[config.mk]
export PLATFORM = sky130hd
export DESIGN_NAME = rpqr_regs
export DESIGN_NICKNAME = d
export VERILOG_FILES = /design/src/rpqr_pkg.sv /design/src/rpqr_regs.sv
export SDC_FILE = /design/constraint.sdc
export NUM_CORES = 1
export LEC_CHECK = 0
export BUFFER_PORTS_ARGS = -buffer_cell sky130_fd_sc_hd__buf_2
export CORE_MARGIN = 4
export CORE_UTILIZATION = 58
export CTS_CLUSTER_SIZE = 14
export DETAILED_ROUTE_END_ITERATION = 16
export PLACE_DENSITY = 0.72
export SLEW_MARGIN = 5
export SYNTH_ARGS = -nofsm -noshare
export SYNTH_HDL_FRONTEND = slang
export SYNTH_SLANG_ARGS = --single-unit
[constraint.sdc]
create_clock -name core_clk_i -period 12.5 [get_ports core_clk_i]
set_input_delay 1.25 -clock core_clk_i [delete_from_list [all_inputs] [get_ports core_clk_i]]
set_output_delay 1.25 -clock core_clk_i [all_outputs]
set_load 0.02 [all_outputs]
[src/rpqr_pkg.sv]
// package of the reference priority and qualification register bank
// assumes a single 100 MHz core clock; all numbers used by the bank live here

package rpqr_pkg;

    // ****************************************************************
    // register offsets (7-bit register address of the serial port)
    // ****************************************************************
    localparam logic [6:0] ADDR_PRIO_REFS_1_2 = 7'h00;
    localparam logic [6:0] ADDR_PRIO_REFS_3_4 = 7'h01;
    localparam logic [6:0] ADDR_PRIO_REFS_5_6 = 7'h02;
    localparam logic [6:0] ADDR_REF1_FREQ_OFFSET = 7'h04;
    localparam logic [6:0] ADDR_FOLLOWER_FREQ_OFFSET = 7'h0A;
    localparam logic [6:0] ADDR_REF_STATUS_1_TO_4 = 7'h0C;
    localparam logic [6:0] ADDR_REF_STATUS_5_6_FOLLOWER = 7'h0D;
    localparam logic [6:0] ADDR_LOOP_STATE_AND_ACTIVE_REF = 7'h0E;
    localparam logic [6:0] ADDR_REJECT_LIMIT = 7'h10;
    localparam logic [6:0] ADDR_QUALIFY_LIMIT = 7'h11;

    // ****************************************************************
    // reset values
    // ****************************************************************
    localparam logic [7:0] RST_PRIO_REFS_1_2 = 8'h56;
    localparam logic [7:0] RST_PRIO_REFS_3_4 = 8'h34;
    localparam logic [7:0] RST_PRIO_REFS_5_6 = 8'h12;
    localparam logic [7:0] RST_FREQ_OFFSET = 8'hFF;
    localparam logic [1:0] RST_REF_STATUS = 2'h0;
    localparam logic [3:0] RST_LOOP_STATE = 4'h9;
    localparam logic [2:0] RST_ACTIVE_REF = 3'h0;
    localparam logic [7:0] RST_REJECT_LIMIT = 8'h1F;
    localparam logic [7:0] RST_QUALIFY_LIMIT = 8'h19;

    // ****************************************************************
    // field positions and codes
    // ****************************************************************
    localparam int NUM_SEL_REFS = 6;
    localparam int NUM_MEAS_INPUTS = 7;
    localparam int FOLLOWER_IDX = 6;
    localparam int PRIO_W = 4;
    localparam logic [3:0] PRIO_NONE = 4'h0;
    localparam logic [3:0] PRIO_TOP = 4'h6;
    localparam logic [7:0] OFFSET_POS_MAX = 8'h7F;
    localparam logic [7:0] OFFSET_NEG_MAX = 8'h80;
    localparam logic [7:0] MAGNITUDE_MAX = 8'hFF;
    localparam logic [1:0] STAT_ABSENT = 2'h0;
    localparam logic [1:0] STAT_DISQUALIFIED = 2'h1;
    localparam logic [1:0] STAT_IGNORED = 2'h2;
    localparam logic [1:0] STAT_QUALIFIED = 2'h3;
    localparam logic [2:0] ACTIVE_REF_NONE = 3'h0;

    // ****************************************************************
    // timing
    // ****************************************************************
    localparam int CLK_FREQ_MHZ = 100;
    localparam int QUAL_TIME_S = 10;
    localparam int TICK_TIME_US = 1000;
    localparam int TICK_CYCLES = TICK_TIME_US * CLK_FREQ_MHZ;
    localparam int QUAL_TICKS = (QUAL_TIME_S * 1000000) / TICK_TIME_US;
    localparam int TICK_CNT_W = 17;
    localparam int QUAL_CNT_W = 14;

    // ****************************************************************
    // types
    // ****************************************************************
    typedef enum logic [0:0] {
        RPQR_PH_ADDR,
        RPQR_PH_DATA
    } rpqr_phase_e;

    typedef struct packed {
        logic [2:0] clk_sync;
        logic [1:0] mosi_sync;
        logic [1:0] sel_sync;
        rpqr_phase_e phase;
        logic [2:0] bit_cnt;
        logic rd;
        logic skip_fall;
        logic [6:0] addr;
        logic [7:0] shift;
        logic [7:0] tx;
        logic spi_out;
        logic spi_oe;
        logic [2:0][7:0] prio;
        logic [6:0][7:0] offset;
        logic [6:0][7:0] magnitude;
        logic [6:0][1:0] status;
        logic [6:0] qual;
        logic [6:0][QUAL_CNT_W-1:0] qual_cnt;
        logic [TICK_CNT_W-1:0] tick_cnt;
        logic tick;
        logic [7:0] reject;
        logic [7:0] qualify;
        logic hist;
        logic [2:0] active;
        logic [3:0] loop_state;
        logic [2:0] sel_ref;
        logic [5:0] avail;
    } rpqr_state_s;

endpackage

[src/rpqr_regs.sv]
// register bank for reference priorities, offsets, qualification and loop status
// assumes: serial port pins arrive unsynchronised; measurement, presence and loop
// inputs come from logic on core_clk_i; host keeps its serial clock below 10 MHz
//
// Contract
// - three priority registers, two nibbles each
// - host overwrites priorities; 0 lowest, 6 highest
// - priority zero: measured, never available
// - equal priorities: lowest reference number wins
// - priority above six acts as six
// - signed half-ppm offsets at 04h..0Ah
// - offsets saturate at +63.5 / -64 ppm
// - offsets reset to all ones
// - reported offset within 1.5 ppm
// - two-bit statuses packed in 0Ch, 0Dh
// - status codes absent/disq/ignored/qualified
// - statuses and reserved bits reset zero
// - qualify after ten clean seconds; restart when absent or beyond reject limit
// - loop status 0Eh, reset 0/000/1001
// - history flag set, kept into holdover
// - history flag cleared on change/freerun/clear; here history valid beats a clear in the same cycle
// - build-out indication passes through loop status
// - writable reject 10h, qualify 11h limits
// - limits reset 1Fh and 19h
// - limits unsigned half-ppm, symmetric

`timescale 1ns/1ps

module rpqr_regs #(
    parameter int unsigned TICK_CYCLES = rpqr_pkg::TICK_CYCLES,
    parameter int unsigned QUAL_TICKS = rpqr_pkg::QUAL_TICKS
) (
    // clock and reset
    input wire logic core_clk_i,
    input wire logic arst_n_i,
    // serial register port pins
    input wire logic spi_clk_i,
    input wire logic spi_in_i,
    input wire logic spi_sel_n_i,
    output logic spi_out_o,
    output logic spi_out_oe_o,
    // frequency measurement and presence
    input wire logic meas_valid_i,
    input wire logic [2:0] meas_idx_i,
    input wire logic signed [15:0] meas_offset_i,
    input wire logic [6:0] ref_present_i,
    // loop status
    input wire logic [3:0] loop_state_i,
    input wire logic [2:0] active_ref_i,
    input wire logic history_valid_i,
    input wire logic free_run_i,
    input wire logic holdover_history_clear_i,
    input wire logic auto_revertive_i,
    // results
    output logic [2:0] sel_ref_o,
    output logic [5:0] ref_avail_o,
    output logic [6:0] ref_qualified_o,
    output logic holdover_history_available_o
);

    // ****************************************************************
    // parameter checks
    // ****************************************************************
    if (TICK_CYCLES < 2 || TICK_CYCLES > (1 << rpqr_pkg::TICK_CNT_W)) begin : g_tick_chk
        $error("tick period does not fit the tick counter");
    end
    if (QUAL_TICKS < 1 || QUAL_TICKS > (1 << rpqr_pkg::QUAL_CNT_W)) begin : g_qual_chk
        $error("qualification interval does not fit the interval counter");
    end

    localparam logic [rpqr_pkg::TICK_CNT_W-1:0] TICK_LAST = rpqr_pkg::TICK_CNT_W'(TICK_CYCLES - 1);
    localparam logic [rpqr_pkg::QUAL_CNT_W-1:0] QUAL_LAST = rpqr_pkg::QUAL_CNT_W'(QUAL_TICKS - 1);

    // ****************************************************************
    // functions
    // ****************************************************************
    function automatic logic [3:0] eff_prio(input logic [3:0] p);
        eff_prio = (p > rpqr_pkg::PRIO_TOP) ? rpqr_pkg::PRIO_TOP : p;
    endfunction

    function automatic logic [7:0] sat_offset(input logic signed [15:0] v);
        if (v > 16'sh007F) begin
            sat_offset = rpqr_pkg::OFFSET_POS_MAX;
        end else if (v < -16'sh0080) begin
            sat_offset = rpqr_pkg::OFFSET_NEG_MAX;
        end else begin
            sat_offset = v[7:0];
        end
    endfunction

    // magnitude for the symmetric limit check, clipped at 127.5 ppm
    function automatic logic [7:0] sat_magnitude(input logic signed [15:0] v);
        logic [15:0] m;
        m = v[15] ? 16'(-v) : 16'(v);
        sat_magnitude = (m > 16'h00FF) ? rpqr_pkg::MAGNITUDE_MAX : m[7:0];
    endfunction

    function automatic logic [7:0] read_reg(input rpqr_pkg::rpqr_state_s st, input logic [6:0] a);
        read_reg = 8'h00;
        case (a)
            rpqr_pkg::ADDR_PRIO_REFS_1_2: read_reg = st.prio[0];
            rpqr_pkg::ADDR_PRIO_REFS_3_4: read_reg = st.prio[1];
            rpqr_pkg::ADDR_PRIO_REFS_5_6: read_reg = st.prio[2];
            rpqr_pkg::ADDR_REF_STATUS_1_TO_4: read_reg = st.status[3:0];
            rpqr_pkg::ADDR_REF_STATUS_5_6_FOLLOWER: read_reg = {2'h0, st.status[6:4]};
            rpqr_pkg::ADDR_LOOP_STATE_AND_ACTIVE_REF: read_reg = {st.hist, st.active, st.loop_state};
            rpqr_pkg::ADDR_REJECT_LIMIT: read_reg = st.reject;
            rpqr_pkg::ADDR_QUALIFY_LIMIT: read_reg = st.qualify;
            default: begin
                // offsets 04h..0Ah; everything else unmapped reads zero
                if (a >= rpqr_pkg::ADDR_REF1_FREQ_OFFSET && a <= rpqr_pkg::ADDR_FOLLOWER_FREQ_OFFSET) begin
                    read_reg = st.offset[3'(a - rpqr_pkg::ADDR_REF1_FREQ_OFFSET)];
                end
            end
        endcase
    endfunction

    function automatic rpqr_pkg::rpqr_state_s reset_state();
        rpqr_pkg::rpqr_state_s st;
        st = '0;
        st.phase = rpqr_pkg::RPQR_PH_ADDR;
        // idle deselected level, so no spurious select right after reset
        st.sel_sync = 2'h3;
        st.prio[0] = rpqr_pkg::RST_PRIO_REFS_1_2;
        st.prio[1] = rpqr_pkg::RST_PRIO_REFS_3_4;
        st.prio[2] = rpqr_pkg::RST_PRIO_REFS_5_6;
        for (int i = 0; i < rpqr_pkg::NUM_MEAS_INPUTS; i++) begin
            st.offset[i] = rpqr_pkg::RST_FREQ_OFFSET;
            st.magnitude[i] = rpqr_pkg::MAGNITUDE_MAX;
            st.status[i] = rpqr_pkg::RST_REF_STATUS;
        end
        st.reject = rpqr_pkg::RST_REJECT_LIMIT;
        st.qualify = rpqr_pkg::RST_QUALIFY_LIMIT;
        st.loop_state = rpqr_pkg::RST_LOOP_STATE;
        st.active = rpqr_pkg::RST_ACTIVE_REF;
        reset_state = st;
    endfunction

    // ****************************************************************
    // state
    // ****************************************************************
    rpqr_pkg::rpqr_state_s s;
    rpqr_pkg::rpqr_state_s n;
    logic sclk_rise;
    logic sclk_fall;
    logic sel_active;
    logic [7:0] shifted;
    logic ref_change;
    logic [3:0] best_prio;
    logic [2:0] best_ref;
    logic [3:0] prio_eff;

    always_comb begin
        n = s;
        sclk_rise = s.clk_sync[1] & ~s.clk_sync[2];
        sclk_fall = ~s.clk_sync[1] & s.clk_sync[2];
        sel_active = ~s.sel_sync[1];
        shifted = {s.shift[6:0], s.mosi_sync[1]};
        ref_change = 1'b0;
        best_prio = rpqr_pkg::PRIO_NONE;
        best_ref = rpqr_pkg::ACTIVE_REF_NONE;
        prio_eff = rpqr_pkg::PRIO_NONE;

        // pin synchronisers; first stage feeds only the second
        n.clk_sync = {s.clk_sync[1:0], spi_clk_i};
        n.mosi_sync = {s.mosi_sync[0], spi_in_i};
        n.sel_sync = {s.sel_sync[0], spi_sel_n_i};

        // ************************************************************
        // serial port: address byte then data byte, MSB first
        // ************************************************************
        if (!sel_active) begin
            n.phase = rpqr_pkg::RPQR_PH_ADDR;
            n.bit_cnt = 3'h0;
            n.spi_oe = 1'b0;
            n.skip_fall = 1'b0;
        end else if (sclk_rise) begin
            n.shift = shifted;
            n.bit_cnt = s.bit_cnt + 3'h1;
            if (s.bit_cnt == 3'h7) begin
                case (s.phase)
                    rpqr_pkg::RPQR_PH_ADDR: begin
                        n.rd = shifted[7];
                        n.addr = shifted[6:0];
                        n.phase = rpqr_pkg::RPQR_PH_DATA;
                        if (shifted[7]) begin
                            // snapshot taken at address time, shifted out on falling edges
                            n.tx = read_reg(s, shifted[6:0]);
                            n.spi_out = n.tx[7];
                            n.spi_oe = 1'b1;
                            n.skip_fall = 1'b1;
                        end
                    end
                    rpqr_pkg::RPQR_PH_DATA: begin
                        n.phase = rpqr_pkg::RPQR_PH_ADDR;
                        n.spi_oe = 1'b0;
                        if (!s.rd) begin
                            // read-only and unmapped addresses ignore writes
                            case (s.addr)
                                rpqr_pkg::ADDR_PRIO_REFS_1_2: n.prio[0] = shifted;
                                rpqr_pkg::ADDR_PRIO_REFS_3_4: n.prio[1] = shifted;
                                rpqr_pkg::ADDR_PRIO_REFS_5_6: n.prio[2] = shifted;
                                rpqr_pkg::ADDR_REJECT_LIMIT: n.reject = shifted;
                                rpqr_pkg::ADDR_QUALIFY_LIMIT: n.qualify = shifted;
                                default: n.addr = s.addr;
                            endcase
                        end
                    end
                    default: n.phase = rpqr_pkg::RPQR_PH_ADDR;
                endcase
            end
        end else if (sclk_fall && s.phase == rpqr_pkg::RPQR_PH_DATA && s.rd) begin
            // the host samples bit 7 on the first data rise, so hold it over one fall
            if (s.skip_fall) begin
                n.skip_fall = 1'b0;
            end else begin
                n.tx = {s.tx[6:0], 1'b0};
                n.spi_out = s.tx[6];
            end
        end

        // ************************************************************
        // offset capture
        // ************************************************************
        if (meas_valid_i && meas_idx_i < 3'(rpqr_pkg::NUM_MEAS_INPUTS)) begin
            n.offset[meas_idx_i] = sat_offset(meas_offset_i);
            n.magnitude[meas_idx_i] = sat_magnitude(meas_offset_i);
        end

        // ************************************************************
        // qualification timing: one tick per millisecond
        // ************************************************************
        n.tick = 1'b0;
        if (s.tick_cnt == TICK_LAST) begin
            n.tick_cnt = '0;
            n.tick = 1'b1;
        end else begin
            n.tick_cnt = s.tick_cnt + 1'b1;
        end

        for (int i = 0; i < rpqr_pkg::NUM_MEAS_INPUTS; i++) begin
            if (!ref_present_i[i] || n.magnitude[i] > s.reject) begin
                n.qual[i] = 1'b0;
                n.qual_cnt[i] = '0;
            end else if (n.magnitude[i] <= s.qualify) begin
                if (!s.qual[i] && s.tick) begin
                    if (s.qual_cnt[i] == QUAL_LAST) begin
                        n.qual[i] = 1'b1;
                        n.qual_cnt[i] = '0;
                    end else begin
                        n.qual_cnt[i] = s.qual_cnt[i] + 1'b1;
                    end
                end
            end
            // between the limits both the state and the interval are frozen
        end

        // ************************************************************
        // status codes and availability
        // ************************************************************
        for (int i = 0; i < rpqr_pkg::NUM_MEAS_INPUTS; i++) begin
            if (i < rpqr_pkg::NUM_SEL_REFS) begin
                prio_eff = eff_prio(n.prio[i / 2][(i % 2) * rpqr_pkg::PRIO_W +: rpqr_pkg::PRIO_W]);
            end else begin
                prio_eff = rpqr_pkg::PRIO_TOP;
            end
            if (!ref_present_i[i]) begin
                n.status[i] = rpqr_pkg::STAT_ABSENT;
            end else if (!n.qual[i]) begin
                n.status[i] = rpqr_pkg::STAT_DISQUALIFIED;
            end else if (prio_eff == rpqr_pkg::PRIO_NONE) begin
                n.status[i] = rpqr_pkg::STAT_IGNORED;
            end else begin
                n.status[i] = rpqr_pkg::STAT_QUALIFIED;
            end
            if (i < rpqr_pkg::NUM_SEL_REFS) begin
                n.avail[i] = n.qual[i] && prio_eff != rpqr_pkg::PRIO_NONE;
            end
        end

        // walk downward so that an equal priority lets the lower number win
        for (int i = rpqr_pkg::NUM_SEL_REFS - 1; i >= 0; i--) begin
            prio_eff = eff_prio(n.prio[i / 2][(i % 2) * rpqr_pkg::PRIO_W +: rpqr_pkg::PRIO_W]);
            if (n.avail[i] && prio_eff >= best_prio) begin
                best_prio = prio_eff;
                best_ref = 3'(i + 1);
            end
        end
        if (auto_revertive_i) begin
            n.sel_ref = best_ref;
        end

        // ************************************************************
        // loop status and holdover history flag
        // ************************************************************
        n.loop_state = loop_state_i;
        n.active = active_ref_i;
        // a move into holdover (code 000) is not a change of reference
        ref_change = active_ref_i != s.active && active_ref_i != rpqr_pkg::ACTIVE_REF_NONE;
        if (ref_change || free_run_i) begin
            n.hist = 1'b0;
        end else if (history_valid_i) begin
            n.hist = 1'b1;
        end else if (holdover_history_clear_i) begin
            n.hist = 1'b0;
        end
    end

    always_ff @(posedge core_clk_i or negedge arst_n_i) begin
        if (!arst_n_i) begin
            s <= reset_state();
        end else begin
            s <= n;
        end
    end

    assign spi_out_o = s.spi_out;
    assign spi_out_oe_o = s.spi_oe;
    assign sel_ref_o = s.sel_ref;
    assign ref_avail_o = s.avail;
    assign ref_qualified_o = s.qual;
    assign holdover_history_available_o = s.hist;

    logic seen_meas0;
    always_ff @(posedge core_clk_i or negedge arst_n_i) begin
        if (!arst_n_i) begin
            seen_meas0 <= 1'b0;
        end else if (meas_valid_i && meas_idx_i == 3'h0) begin
            seen_meas0 <= 1'b1;
        end
    end
endmodule

---- After elaboration in Yosys (flattened, before gate mapping) ----
Index checks and enable logic that the tools add are counted.
Widths: inputs -> output; s select.
word-level totals
  bits of input ports ..................... 43
  register bits ........................... 342
cells by class
  multiplexer cells ....................... 138
  magnitude comparators ................... 35
  equal/unequal tests ..................... 29
  reduce and logical (&&, ||, !) cells .... 96
  bitwise gates (word level) .............. 7
  add/sub/neg operators ................... 11
operators by type and width
  kind                   count
  $mux 14                28
  $bwmux 56              2
  $mux 8                 14
  $add 14x1->14 const B  7
  $eq 14x14->1 const B   7
  $mux 24                3
  $pmux 8 s8             1
  $gt 8x8->1             7
  $le 8x8->1             7
  $mux 56                1
  $mux 4                 12
  $mux 1                 44
  $reduce_bool 2->1      17
  $mux 33                1
  $gt 16x8->1 const B    2
  $mux 2                 15
  $eq 7x5->1 const B     4
  $logic_and 1x1->1      25
  $mux 25                1
  $bmux 8 s3             1
  $demux 8 s3            1
  $gt 4x3->1 const B     6
  $logic_not 4->1        6
  $reduce_bool 4->1      6
  other kinds (39)       98

---- Longest topological paths before layout ----
  word-level depth ........................ 31
  mapped depth ............................ 58

---- Least setup slack after synthesis ----
Ideal clock, no wire load.
  kind .................................... input to register
  from .................................... input meas_offset_i[1]
  to ...................................... register s (netlist bit sel_ref_o[0])
  path slack .............................. 1.098 ns
  arrival time ............................ 11.281 ns
  setup time .............................. 0.121 ns
  stages .................................. 53
  buffers on the path ..................... 3
  cells stage by stage .................... or4_1 > nor4_1 > a21boi_0 > xnor2_1 > a22oi_1 > or3_1 > buf_2 > a211oi_2 > o21ai_0 > ha_1 > a21o_1 > a221oi_1 > o221ai_1 > a21oi_1 > nand2_1 > ha_1 > a21o_1 > a21o_1 > (+17 left out) > nor2_1 > and2_1 > a211oi_1 > or2_1 > ha_1 > nand2b_1 > a21o_1 > a21o_1 > a21oi_1 > nor3_1 > o31a_1 > ha_1 > nand2b_1 > a21o_1 > a21o_1 > a21oi_1 > o31ai_1 > o22a_1
RTL lines
  element                 RTL line          text
  start: declaration      rpqr_regs.sv:45   input wire logic signed [15:0] meas_offset_i,
  end signal: assignment  rpqr_regs.sv:311  s <= reset_state();
  end signal: assignment  rpqr_regs.sv:313  s <= n;
  end: declaration        rpqr_regs.sv:142  rpqr_pkg::rpqr_state_s s;

==> flow_summary.json <==
{
  "outcome": "finished clean",
  "whs_ns": 0.347,
  "highest_layer": "met4",
  "ys_types": 78,
  "regArea_mm2": 0.00872,
  "start_util_pct": 58.5,
  "ctsLongestPathBuffers": 3,
  "synth_compound_area_share_pct": 17.4,
  "cts_buffers": 40,
  "grt_first_pass_wirelength_mm": 81.9,
  "io_buffers": 61,
  "rsz0062_at_grt": "false",
  "place.gp.congestion": 0.970,
  "worstMarginPinSlew_ns": 1.40,
  "crit_arrival_ns": 12.13,
  "layout_min_cycle_time_ns": 11.71,
  "die_w_um": 192,
  "synth-xor-area-share_pct": 1.66,
  "p_leak_nw": 9.47,
  "post_cts_resize_count": 0,
  "ys_top_cells_by_area": "dfrtp_1, dfstp_2, ha_1",
  "fmax_mhz": 85.4,
  "met3WireLength_mm": 2.65,
  "startpoint_type": "input pin",
  "hold_buffers": 0,
  "ys.flop_type": "dfrtp_1",
  "grt_max_degree": 134,
  "slowest_delay_ns": 0.60,
  "io-pin-count": 62,
  "critPathMostFrequentCell": "a21o_1",
  "synth_top_family_by_area": "simple AND/OR/NAND/NOR gates",
  "multi_input_area_mm2": 0.0103,
  "wirelength_mm": 50.6,
  "ys_async_sr_fraction_pct": 100,
  "cts_root_buffer": "clkbuf_16",
  "ys_seq_area_share_pct": 44.6,
  "diodes": 0,
  "final_cells": 2605,
  "syn_avg_cell_area_um2": 9.39,
  "drc": 0,
  "min_period_over_period_pct": 93.7,
  "vias": 16100,
  "grt_overflow": 0,
  "yosysWarnings": 0,
  "cts_setup_buffers": 0,
  "pre_cts_slack_ns": -0.00387,
  "drive_gt1_share_pct": 17.2,
  "clkLatencyLatePin_ns": 0.53,
  "hold_path.class": "register to register",
  "worstSetupEndpointType": "register",
  "cts_max_level": 2,
  "row_count": 67,
  "die_y_um": 192,
  "finalSetupViolCount": 0,
  "syn_inst": 2085,
  "via_per_inst": 6.18,
  "final_antenna_net_count": 0,
  "finalMaxSlewViolations": 0,
  "hold_viol": 0,
  "clk_pin_slew_worst_paths_ns": 0.06,
  "firstDrtPassIters": 5,
  "criticalPathCategory": "input pin to register",
  "power.density_mw_per_mm2": 139,
  "die_area_mm2": 0.0367,
  "yosysTopAreaCell": "dfrtp_1",
  "grt_antenna_before_repair": 0,
  "path_max_fanout": 11,
  "synth_edf_count": 0,
  "synth-simple-area-share_pct": 19.1,
  "fin_nets": 2315,
  "fillCellCount": 2741,
  "wire_per_inst_um": 19.4,
  "synth_area_mm2": 0.0196,
  "peakVddDrop_v": 0.000106,
  "placed_cell_area_mm2": 0.0203,
  "synth.top_cell.area_share_pct": 26.7,
  "crit_buf_inv": 3,
  "slowest_stage": "or4_1",
  "clock-skew-final_ns": 0.0187,
  "relSlewSlack_pct": 5.97,
  "grtUsageTotal_pct": 27.6,
  "post-dp-hpwl_mm": 35.4,
  "area_growth_pct": 10.3,
  "route.met2.wl_mm": 23.7,
  "setup_ws_ns": 0.792,
  "ys_ff_latch": 342,
  "maxCapViolCount": 0,
  "dpl.cell_count": 2535,
  "synth.area.mux_share_pct": 4.79,
  "synthAdderAreaFrac_pct": 9.14,
  "path_delay_family": "compound AO/OA/AOI/OAI gates",
  "dr.first_iter.drc_count": 1176,
  "cts_tree": "yes",
  "cts.sinks": 342,
  "final_cell_area_mm2": 0.0216,
  "wl_met1_mm": 22.2,
  "core_mm2": 0.0334,
  "grt_pass1_vias": 15600,
  "crit_required_ns": 12.92
}
-- power by group --
part           leakage, nW  switching (mW)  internal, mW
Combinational         4.59           0.338         0.193
Clock                0.641           0.448         0.698
Sequential            4.24          0.0747          1.24
-- final timing paths --
check / from / end / slack, ns / depth (start not counted)
max: meas_offset_i[1] / sel_ref_o[0] / 0.79 / 53
min: n[342] / n[343] / 0.35 / 0
max reg2reg: s[333] / sel_ref_o[0] / 3.00 / 46
min reg2reg: n[342] / n[343] / 0.35 / 0
max in group asynchronous: arst_n_i / s[138] / 9.40 / 3
min in group asynchronous: arst_n_i / s[94] / 0.85 / 1
-- state kept, by name, summed over array words and instances, names as in the netlist --
register and count:
spi_out_oe_o 1, s 319, sel_ref_o 3, ref_qualified_o 7, spi_out_o 1, n 4
holdover_history_available_o 1, ref_avail_o 6
-- metrics by stage --
stage	util, %	power (mW)	setup TNS, ns
6_report	64.6	2.99	0
5_1_grt	64.6	3.14	0
4_1_cts	64.4	3.01	0
3_5_place_dp	60.6	1.85	-0.00387
3_3_place_gp	60.6	1.82	0
2_1_floorplan	-	1.67	0
-- routing by layer --
| metal | GRT usage (%) | vias to the layer above |
|---|---|---|
| li1 | - | 7617 |
| met4 | 10.7 | 0 |
| met3 | 3.67 | 126 |
| met2 | 44.8 | 488 |
| met5 | 0 | - |
| met1 | 38.0 | 7879 |
-- cell usage in the layout (no fill, tap or decap), drive strengths merged, types with 10 or more instances in the layout --
| master | count |
|---|---|
| o21a | 15 |
| nor2 | 132 |
| a21oi | 94 |
| buf | 90 |
| and3 | 54 |
| dfstp | 133 |
| nor4b | 12 |
| nand2b | 31 |
| a211oi | 17 |
| a21o | 29 |
| a22oi | 22 |
| mux2 | 45 |
| xor2 | 16 |
| nor3 | 45 |
| or3 | 13 |
| nand2 | 283 |
| mux2i | 25 |
| clkbuf | 56 |
| a31oi | 12 |
| inv | 60 |
| conb | 10 |
| nand3 | 52 |
| o21ai | 281 |
| ha | 143 |
| xnor2 | 21 |
| o31ai | 27 |
| nand4 | 44 |
| dfrtp | 209 |
| nor4 | 11 |
| or2 | 15 |
| nor2b | 26 |
-- final cells by class --
class	count	share of cell area, %
multi-input combinational	1596	47.5
timing repair buffer	90	2.47
tap	448	2.60
sequential	342	40.4
clock buffer	56	5.29
clock inverter	14	0.689
inverter	59	1.03
-- worst register-to-register path: cells and delay by family (launching register included) --
| family | cells | cell delay [ns] |
|---|---|---|
| buffers and inverters | 2 | 0.45 |
| adder cells (fa/ha/maj) | 7 | 1.68 |
| AO/OA/AOI/OAI | 24 | 4.47 |
| flip-flops | 1 | 0.37 |
| AND/OR/NAND/NOR | 13 | 2.42 |
-- logic make-up after synthesis --
group,Yosys count
simple gates,759
compound gates,569
flops,342
buf+inv,155
fa+ha+maj,143
mux,78
xor+xnor,37
other cells,2
-- synth_stat cells, drive strengths merged (26+ instances only) --
library cell / number
a21o: 29
a21oi: 94
and3: 54
buf: 27
clkbuf: 69
dfrtp: 209
dfstp: 133
ha: 143
inv: 59
mux2: 45
nand2: 283
nand2b: 31
nand3: 52
nand4: 44
nor2: 132
nor2b: 26
nor3: 45
o21ai: 281
o31ai: 27
(Power assumes the default switching activity.)
